===== config.mk =====
export PLATFORM = sky130hd
export DESIGN_NAME = hbsd_decode
export DESIGN_NICKNAME = d
export VERILOG_FILES = /design/src/hbsd_pkg.sv /design/src/hbsd_decode.sv
export SDC_FILE = /design/constraint.sdc
export NUM_CORES = 1
export LEC_CHECK = 0
export ABC_AREA = 1
export BUFFER_PORTS_ARGS = -buffer_cell sky130_fd_sc_hd__buf_4
export CORE_MARGIN = 5
export CORE_UTILIZATION = 45
export DETAILED_ROUTE_END_ITERATION = 6
export PLACE_DENSITY = 0.73
export SLEW_MARGIN = 40
export SYNTH_ARGS = -nofsm -noshare
export SYNTH_HDL_FRONTEND = slang
export SYNTH_SLANG_ARGS = --single-unit

===== constraint.sdc =====
create_clock -name clock -period 1.5 [get_ports clock]
set_input_delay 0.3 -clock clock [delete_from_list [all_inputs] [get_ports clock]]
set_output_delay 0.3 -clock clock [all_outputs]
set_load 0.01 [all_outputs]

===== src/hbsd_pkg.sv =====
package hbsd_pkg;

    localparam int unsigned INDEX_WIDTH = 3;
    localparam int unsigned DATA_WIDTH  = 8;
    localparam int unsigned SYNC_STAGES = 2;

    localparam logic [DATA_WIDTH-1:0]  DATA_RESET  = 8'h00;
    localparam logic [INDEX_WIDTH-1:0] INDEX_RESET = 3'h0;
    localparam logic                   STYLE_SPLIT  = 1'h0;
    localparam logic                   STYLE_SINGLE = 1'h1;

    // host side pins, raw from the package balls
    typedef struct packed {
        logic                   read_strobe_low;
        logic                   read_strobe_high;
        logic                   write_strobe_low;
        logic                   write_strobe_high;
        logic                   bus_style_select;
        logic                   select_a_high;
        logic                   select_b_high;
        logic                   select_c_low;
        logic [INDEX_WIDTH-1:0] register_index;
        logic [DATA_WIDTH-1:0]  host_data_in;
    } hbsd_pins_type;

    localparam hbsd_pins_type PINS_RESET = '{
        read_strobe_low:   1'h1,
        read_strobe_high:  1'h0,
        write_strobe_low:  1'h1,
        write_strobe_high: 1'h0,
        bus_style_select:  1'h0,
        select_a_high:     1'h0,
        select_b_high:     1'h0,
        select_c_low:      1'h1,
        register_index:    3'h0,
        host_data_in:      8'h00
    };

    // request to the register file behind the port
    typedef struct packed {
        logic                   read_req;
        logic                   write_req;
        logic [INDEX_WIDTH-1:0] index;
        logic [DATA_WIDTH-1:0]  write_data;
    } hbsd_req_type;

    typedef enum logic [1:0] {
        HBSD_IDLE  = 2'b00,
        HBSD_READ  = 2'b01,
        HBSD_WRITE = 2'b10
    } hbsd_state_type;

endpackage : hbsd_pkg


===== src/hbsd_decode.sv =====
`timescale 1ns/1ns
`default_nettype none
module hbsd_decode (
    // clock and reset
    input  wire logic                           clock,
    input  wire logic                           nrst,
    // host pins, asynchronous to clock
    input  wire hbsd_pkg::hbsd_pins_type        pins,
    // host data bus drive
    output logic [hbsd_pkg::DATA_WIDTH-1:0]     host_data_out,
    output logic                                host_data_oe,
    // register file side
    output hbsd_pkg::hbsd_req_type              req,
    input  wire logic [hbsd_pkg::DATA_WIDTH-1:0] reg_read_data,
    // cycle state
    output hbsd_pkg::hbsd_state_type            cycle_state
);
    import hbsd_pkg::*;

    hbsd_pins_type  pins_meta;
    hbsd_pins_type  pins_sync;
    logic           selected;
    logic           read_active;
    logic           write_active;
    logic           read_pending;
    hbsd_state_type next_state;

    // two-stage synchroniser; strobes and data share the same delay so
    // data captured with a strobe is as old as the strobe itself
    always_ff @(posedge clock) begin
        if (!nrst) begin
            pins_meta <= PINS_RESET;
            pins_sync <= PINS_RESET;
        end else begin
            pins_meta <= pins;
            pins_sync <= pins_meta;
        end
    end

    always_comb begin
        selected = pins_sync.select_a_high & pins_sync.select_b_high & ~pins_sync.select_c_low;
        if (pins_sync.bus_style_select == STYLE_SINGLE) begin
            // read strobes and write-high are not looked at here
            read_active  = selected & pins_sync.write_strobe_low;
            write_active = selected & ~pins_sync.write_strobe_low;
        end else begin
            read_active  = selected & (~pins_sync.read_strobe_low | pins_sync.read_strobe_high);
            write_active = selected & (~pins_sync.write_strobe_low | pins_sync.write_strobe_high);
        end
    end

    always_comb begin
        next_state = cycle_state;
        unique case (cycle_state)
            HBSD_IDLE: begin
                if (read_active) begin
                    next_state = HBSD_READ;
                end else if (write_active) begin
                    next_state = HBSD_WRITE;
                end
            end
            HBSD_READ: begin
                if (!read_active) begin
                    next_state = HBSD_IDLE;
                end
            end
            HBSD_WRITE: begin
                if (!write_active) begin
                    next_state = HBSD_IDLE;
                end
            end
            default: begin
                next_state = HBSD_IDLE;
            end
        endcase
    end

    always_ff @(posedge clock) begin
        if (!nrst) begin
            cycle_state <= HBSD_IDLE;
        end else begin
            cycle_state <= next_state;
        end
    end

    // read request: one pulse on entry to a read cycle
    always_ff @(posedge clock) begin
        if (!nrst) begin
            req.read_req <= 1'h0;
        end else begin
            req.read_req <= (cycle_state == HBSD_IDLE) && read_active;
        end
    end

    // write commit: one pulse on the trailing edge of the write strobe
    always_ff @(posedge clock) begin
        if (!nrst) begin
            req.write_req <= 1'h0;
        end else begin
            req.write_req <= (cycle_state == HBSD_WRITE) && !write_active;
        end
    end

    // index is taken at the start of a read, and tracked through a write
    // so that the value stored is the one seen just before the trailing edge
    always_ff @(posedge clock) begin
        if (!nrst) begin
            req.index      <= INDEX_RESET;
            req.write_data <= DATA_RESET;
        end else if (next_state == HBSD_WRITE) begin
            req.index      <= pins_sync.register_index;
            req.write_data <= pins_sync.host_data_in;
        end else if ((cycle_state == HBSD_IDLE) && read_active) begin
            req.index      <= pins_sync.register_index;
        end
    end

    always_ff @(posedge clock) begin
        if (!nrst) begin
            read_pending <= 1'h0;
        end else begin
            read_pending <= req.read_req;
        end
    end

    // the register file answers in the same cycle as the read pulse
    always_ff @(posedge clock) begin
        if (!nrst) begin
            host_data_out <= DATA_RESET;
        end else if (req.read_req) begin
            host_data_out <= reg_read_data;
        end
    end

    // bus is driven only inside a read cycle; turn-off lags the strobe by
    // the synchroniser delay plus one register, a limitation of sampling async strobes
    always_ff @(posedge clock) begin
        if (!nrst) begin
            host_data_oe <= 1'h0;
        end else begin
            host_data_oe <= (next_state == HBSD_READ) && (cycle_state == HBSD_READ) && !req.read_req;
        end
    end

endmodule : hbsd_decode
`default_nettype wire


### Word level (Yosys, flattened, before mapping)

Index checks and enable logic that the tools add are counted.

* memories: 0
* logic and storage cells: 59
* bits of input ports: 29
* flip-flop bits (word level): 62
* bits in latches: 0
* memory bits (writable): 0
* memory bits (read-only): 0

* reductions and logical operators: 8
* add/sub/neg operators: 0
* eq/ne operators: 4
* muxes and demuxes: 9
* shift-type cells: 0
* order comparisons: 0
* bitwise logic cells: 11
* multipliers: 0
* div/mod/pow operators: 0

Operators with widths (number)
* 2-to-1 mux 2 bit: 4
* AND 1 bit: 6
* 2-to-1 mux 3 bit: 2
* case mux 2 bit (3 select lines): 1
* == test 2 x 1 -> 1 bit (second input constant): 2
* == test 2 bit (second input constant): 2
* logical AND 1 bit: 4
* inverter 1 bit: 3
* logical NOT 1 bit: 2
* logical NOT 2 bit: 1
* 2-to-1 mux 1 bit: 2
* bitwise OR 1 bit: 2
* nonzero test 2 bit: 1

### Longest topological paths before layout

Gate-level depths: netlist of the first run.

* depth in word-level cells: 10
* depth in mapped cells: 9
* depth with buffers taken out: 9

### Worst setup path after synthesis of the first run

Ideal clock, no wire load.

* path kind: reg2reg
* from: reg cycle_state[0]
* to: reg req[0] in the netlist's numbering
* stages on the path, launching flop included: 7
* required time: 1.385 ns
* library setup time: 0.115 ns
* clock period less this slack: 1.094 ns
* setup slack: 0.406 ns
* data arrival time: 0.979 ns
* cell sequence: dfxtp_1 -> inv_1 -> nand3_4 -> clkinv_4 -> buf_6 -> a21oi_1 -> nor2_1

* cells in the longest elaborated chain, start to end: 4

RTL lines
* start, declared: RTL line hbsd_decode.sv:16 `output hbsd_pkg::hbsd_state_type cycle_state`
* start signal, assigned: RTL line hbsd_decode.sv:82 `cycle_state <= next_state;`
* 2-to-1 mux 2 bit: RTL line hbsd_decode.sv:58 `end else if (write_active) begin`
* 2-to-1 mux 2 bit: RTL line hbsd_decode.sv:56 `if (read_active) begin`
* case mux 2 bit (3 select lines) *: RTL line hbsd_decode.sv:54 `unique case (cycle_state)`
* == test 2 bit *: RTL line hbsd_decode.sv:110 `end else if (next_state == HBSD_WRITE) begin`
* end, declared: RTL line hbsd_decode.sv:13 `output hbsd_pkg::hbsd_req_type req,`

Mark *: on every way between the ends. The rest lies on a longest branch, timed or not.
A chain may end at the register's enable or synchronous reset.

### Final worst setup path of the first run

* from: reg req[12] in the netlist's numbering
* to: out req[12] in the netlist's numbering

No word-level cell between the ends.

==> results.cfg, run 1 <==
[min_path]
hold_class = in -> reg
holdPathStages = 3
hold_start = pins[5]
hold_path_end = pins_meta[5]$_SDFF_PN0_

[setup_path]
timing.rr.start = pins_sync[13]$_SDFF_PN0_
r2r_setup_slack_ns = 0.35
end_kind = primary output
crit_buf_inv = 1
cp_top_family = flip-flops
required_ns = 1.20
path_cells = buf_4
worstReg2RegEnd = host_data_oe$_SDFF_PN0_
crit_path_max_incr_delay_ns = 0.50
reg2reg_depth = 6
start_kind = flop
cp_max_fo = 11
crit_arrival_ns = 1.01
criticalPathCategory = reg -> out
cp_slowest_cell = dfxtp_1

[floorplanning]
rows = 24
die_height_um = 77.5
core-area_mm2 = 0.00438
start_util = 0.468
die-area_mm2 = 0.00601
die_w_um = 77.5
io_pins = 53

[power]
leakage_uw = 0.00147
ir_drop_uv = 877
powerDensity_mw_per_mm2 = 1310

[synthesis]
avgSynthCellArea_um2 = 8.54
netlist_area_mm2 = 0.00205
syn_nets = 269
synth_seq_cells = 62
yosysTopAreaCellShare = 0.605
synth_cell_types = 17
synth.top_cells.by_count = dfxtp_1 (62), nand2_1 (54), inv_1 (43), nor2_1 (32), a21oi_1 (9)
netlist_top_cells_area = dfxtp_1 (61%), nand2_1 (9.9%), inv_1 (7.9%)
ys_seq_area_frac = 0.605
synth_edf_count = 0
yosysWarnings = 0
synth_top_cell_by_area = dfxtp_1
synth_ff_type = dfxtp_1
synth_cells = 240
yosysMostFrequentCell = dfxtp_1
async_reset_ff_frac = 0

[sta]
hold_viol = 0
worst_pin_slew_ns = 0.312
max_clock_freq_mhz = 763
tns_ns = 0
final-max-slew-violation-count = 0
relSlewSlack = 0.791
setup_violations = 0
skew_ns = 0.00438
rsz0062_at_grt = false
period_share = 0.874
finalCriticalPeriod_ns = 1.31

[finish]
diodes = 0
fin_cells = 352
syn2layout_area_growth_pct = 31.5
drive_gt1_frac = 0.267
nNetsFinal = 324
fill_cells = 389

[global_route]
grtUsageTotal = 0.121
grt_pass1_wl_um = 5840
grt-ovfl-total = 0
grt_max_degree = 34
grt_pass1_vias = 1402
antenna_found_initial = 0

[outcome]
status = finished, final reports clean

[routing]
via_per_inst = 4.20
wl_per_cell_um = 9.72
drtIter0Drc = 64
drc = 0
ant_nets = 0
routed_wl_um = 3420
dr.pass1.iters = 4
route.vias.total = 1478

[clock_network]
cts_buffers = 9
cts_buffer_depth = 2
cts_resized = 0
cts_tree = done
clkLatencyLatePin_ns = 0.33
clock_sinks = 62
path_clk_slew_ns = 0.07
cts_max_level = 3
cts_hold_buf = 0
clockRootBuffer = clkbuf_8
postCtsSetupBuffers = 0

[run]
maxCapViolCount = 0

[placement]
port-buffer-count = 52
hpwlAfterDp_um = 2410
globalplace.congestion = 0.682
dp_cells = 336
## tightest hold or removal path: stages
cell and delay, ns:
buf_4 0.07, nand2_1 0.04, inv_1 0.04
## layout make-up
cell class / instances / area [um^2] / area share
clock buffer: 9 / 124 / 0.0459
clock inverter: 7 / 113 / 0.0417
inverter: 44 / 170 / 0.0631
multi-input combinational: 125 / 587 / 0.218
sequential: 62 / 1240 / 0.460
tap: 52 / 65.1 / 0.0241
timing repair buffer: 53 / 398 / 0.147
## metal layers
layer | GRT usage | wire length, um | up-vias
met5 | 0 | 0 | -
met4 | 0.0670 | 77 | 0
met3 | 0.0544 | 319 | 8
met2 | 0.196 | 1520 | 48
met1 | 0.130 | 1510 | 607
li1 | - | - | 815
## cells in the final DEF, fill, tap and decap left out
cell / instances
a21oi_1: 9
buf_4: 53
bufinv_16: 3
clkbuf_8: 9
clkinv_2: 3
clkinv_4: 1
clkinvlp_4: 1
dfxtp_1: 62
inv_1: 43
nand2_1: 54
nand2_2: 1
nand3_1: 2
nand3_4: 2
nand3b_1: 8
nor2_1: 32
nor2_8: 1
nor3_1: 2
o21ai_0: 8
or2_2: 6
## metrics by stage
step	util	hold WS (ns)	cell area, um^2	setup WS [ns]	total power, uW
final	0.615	0.150	2700	0.189	3540
after global routing	0.615	0.131	2700	0.114	3670
after CTS	0.615	0.131	2700	0.165	3580
after detailed placement	0.561	0.395	2460	0.377	1880
after global placement	0.561	0.393	2460	0.401	1880
after floorplan	-	0.390	2050	0.406	1810
## how the worst max path moves through the flow
stage,startpoint,slack (ns),cells after the start,to
2_1_floorplan,cycle_state[0]$_SDFF_PN0_,0.41,6,req[0]$_SDFFE_PN0N_
3_3_place_gp,pins_sync[13]$_SDFF_PN0_,0.40,7,req[8]$_SDFFE_PN0P_
3_5_place_dp,pins_sync[14]$_SDFF_PN0_,0.38,8,req[9]$_SDFFE_PN0P_
4_1_cts,req[12]$_SDFF_PN0_,0.17,1,req[12]
5_1_grt,req[12]$_SDFF_PN0_,0.11,1,req[12]
6_report,req[12]$_SDFF_PN0_,0.19,1,req[12]
## power by group
group / internal [uW] / switching, uW / leakage [uW]
logic: 75.1 / 59.5 / 0.000845
registers: 1690 / 13.4 / 0.000508
clock network: 1090 / 601 / 0.000119
## state kept, by name (all words and copies together), names as in the netlist
signal and count:
cycle_state 2, host_data_oe 1, host_data_out 8, pins_meta 19, pins_sync 19, req 13
## kinds of logic (layout without fill, tap and decap cells)
group | after synthesis | after routing | share of synthesized area
and+or+nand+nor | 108 | 108 | 0.245
DFF | 62 | 62 | 0.605
buffers and inverters | 53 | 113 | 0.109
AOI/OAI and AO/OA | 17 | 17 | 0.0415
Power figures use the tool's default switching activity.
==> inputs of run 2 (changes only) <==
--- a/config.mk
+++ b/config.mk
@@ -11,6 +11,7 @@
 export CORE_UTILIZATION = 45
 export DETAILED_ROUTE_END_ITERATION = 6
 export PLACE_DENSITY = 0.73
+export SETUP_SLACK_MARGIN = 0.5
 export SLEW_MARGIN = 40
 export SYNTH_ARGS = -nofsm -noshare
 export SYNTH_HDL_FRONTEND = slang
==> results.cfg, run 2 (synthesis results as in run 1) <==
[outcome]
status = finished, final reports clean

[clock_network]
clockRootBuffer = clkbuf_8
clock_sinks = 62
cts_buffer_depth = 2
cts_tree = done
cts_hold_buf = 0
cts_buffers = 9
cts_max_level = 3
path_clk_slew_ns = 0.07
clkLatencyLatePin_ns = 0.33

[placement]
place_ws_ns = 0.371
globalplace.congestion = 0.680
hpwlAfterDp_um = 2390
port-buffer-count = 52

[setup_path]
crit_start = cycle_state[1]$_SDFF_PN0_
path_cells = inv_1, nand3_4, buf_4, a21oi_1, nor2_1
cp_slowest_cell = dfxtp_2
cp_max_fo = 5
timing.rr.start = cycle_state[1]$_SDFF_PN0_
crit_path_max_incr_delay_ns = 0.33
required_ns = 1.72
start_kind = flop
crit_buf_inv = 2
end_kind = flop
crit_arrival_ns = 1.41
cp_top_family = buffers and inverters
criticalPathCategory = reg -> reg

[finish]
diodes = 0
drive_gt1_frac = 0.410
final_common_cell = nand2_1
register_area_mm2 = 0.00128
multi_input_area_um2 = 656
nNetsFinal = 339
syn2layout_area_growth_pct = 46.2
fill_cells = 345
post-route-util = 0.684
layout_common_cells = nand2_1 (50), inv_1 (41), buf_4 (40)
top_regs = pins_meta (19), pins_sync (19), req (13)

[sta]
max_clock_freq_mhz = 845
setup_violations = 0
period_share = 0.789
rsz0062_at_grt = true
tns_ns = 0
final-max-slew-violation-count = 0
finalCriticalPeriod_ns = 1.18
hold_viol = 0
whs_ns = 0.146
worst_pin_slew_ns = 0.286
relSlewSlack = 0.809
skew_ns = 0.00696
setup_slack_ns = 0.317

[routing]
drc = 0
ant_nets = 0
routed_wl_um = 3840
route.vias.total = 1597
drtIter0Drc = 95
dr.pass1.iters = 4
wl_per_cell_um = 10.5
via_per_inst = 4.35

[floorplanning]
die_w_um = 77.5
io_pins = 53
start_util = 0.468
core-area_mm2 = 0.00438
rows = 24
die-area_mm2 = 0.00601
die_height_um = 77.5

[global_route]
grt_max_degree = 31
grt-ovfl-total = 0
grt_pass1_vias = 1448
grtUsageTotal = 0.132
grt_pass1_wl_um = 6130
antenna_found_initial = 0

[power]
power.switching_uw = 665
powerDensity_mw_per_mm2 = 1140
ir_drop_uv = 849
leakage_uw = 0.00158
swShare = 0.195
pwr-share-clk = 0.457
seq_power_share = 0.500
internal_power_uw = 2750
pwr-share-comb = 0.043
finalPower_uw = 3410

[min_path]
hold_class = in -> reg
hold_start = pins[8]

[run]
maxCapViolCount = 0
-- run 2: cell types whose count changed in the layout (fill, tap and decap cells not counted), sizes merged --
cell	before	now
clkinv	4	3
bufinv	3	2
inv	43	42
clkbuf	9	12
buf	53	66
nand3	4	6
-- run 2: final timing paths --
path,end,slack [ns],cells after the start
hold / removal,pins_meta[8]$_SDFF_PN0_,0.15,3
hold reg to reg,pins_sync[4]$_SDFF_PN0_,0.41,2
setup / recovery,req[3]$_SDFFE_PN0N_,0.32,5
setup reg to reg,req[3]$_SDFFE_PN0N_,0.32,5
-- run 2: stage by stage --
stage                     cell area, um^2  cells
after CTS                            2880    361
final                                3000    367
after detailed placement             2480    336
after global placement               2480    336
after global routing                 3000    367
after floorplan                      2070    240
-- run 2: timing repair --
action | CTS | global route
setup endpoints to repair | 39 | 41
gates cloned | 1 | 1
endpoints found under the hold margin | 0 | 0
gates resized for setup | 48 | 15
buffers inserted | 8 | 5
pin swaps | 1 | 8
-- run 2: per-layer routing --
| metal | global-route usage | share of wire |
|---|---|---|
| met5 | 0 | 0 |
| met3 | 0.0683 | 0.094 |
| met4 | 0.103 | 0.042 |
| met2 | 0.208 | 0.46 |
| met1 | 0.131 | 0.41 |
-- run 2: cell type report --
class | instances | area share
sequential | 62 | 0.427
multi-input combinational | 127 | 0.219
timing repair buffer | 66 | 0.201
inverter | 44 | 0.0605
clock buffer | 12 | 0.0484
clock inverter | 4 | 0.0234
tap | 52 | 0.0217
-- run 2: worst min-delay path, cell delays in order --
cell and delay [ns]:
buf_4 0.07, nand2_1 0.04, inv_1 0.04
-- run 2: power groups by stage --
| stage | combinational [uW] | sequential [uW] | clock, uW |
|---|---|---|---|
| 2_1_floorplan | 71.9 | 1740 | 0 |
| 3_3_place_gp | 134 | 1740 | 0 |
| 4_1_cts | 140 | 1710 | 1590 |
| 3_5_place_dp | 137 | 1750 | 0 |
| 5_1_grt | 164 | 1710 | 1670 |
| 6_report | 145 | 1710 | 1560 |
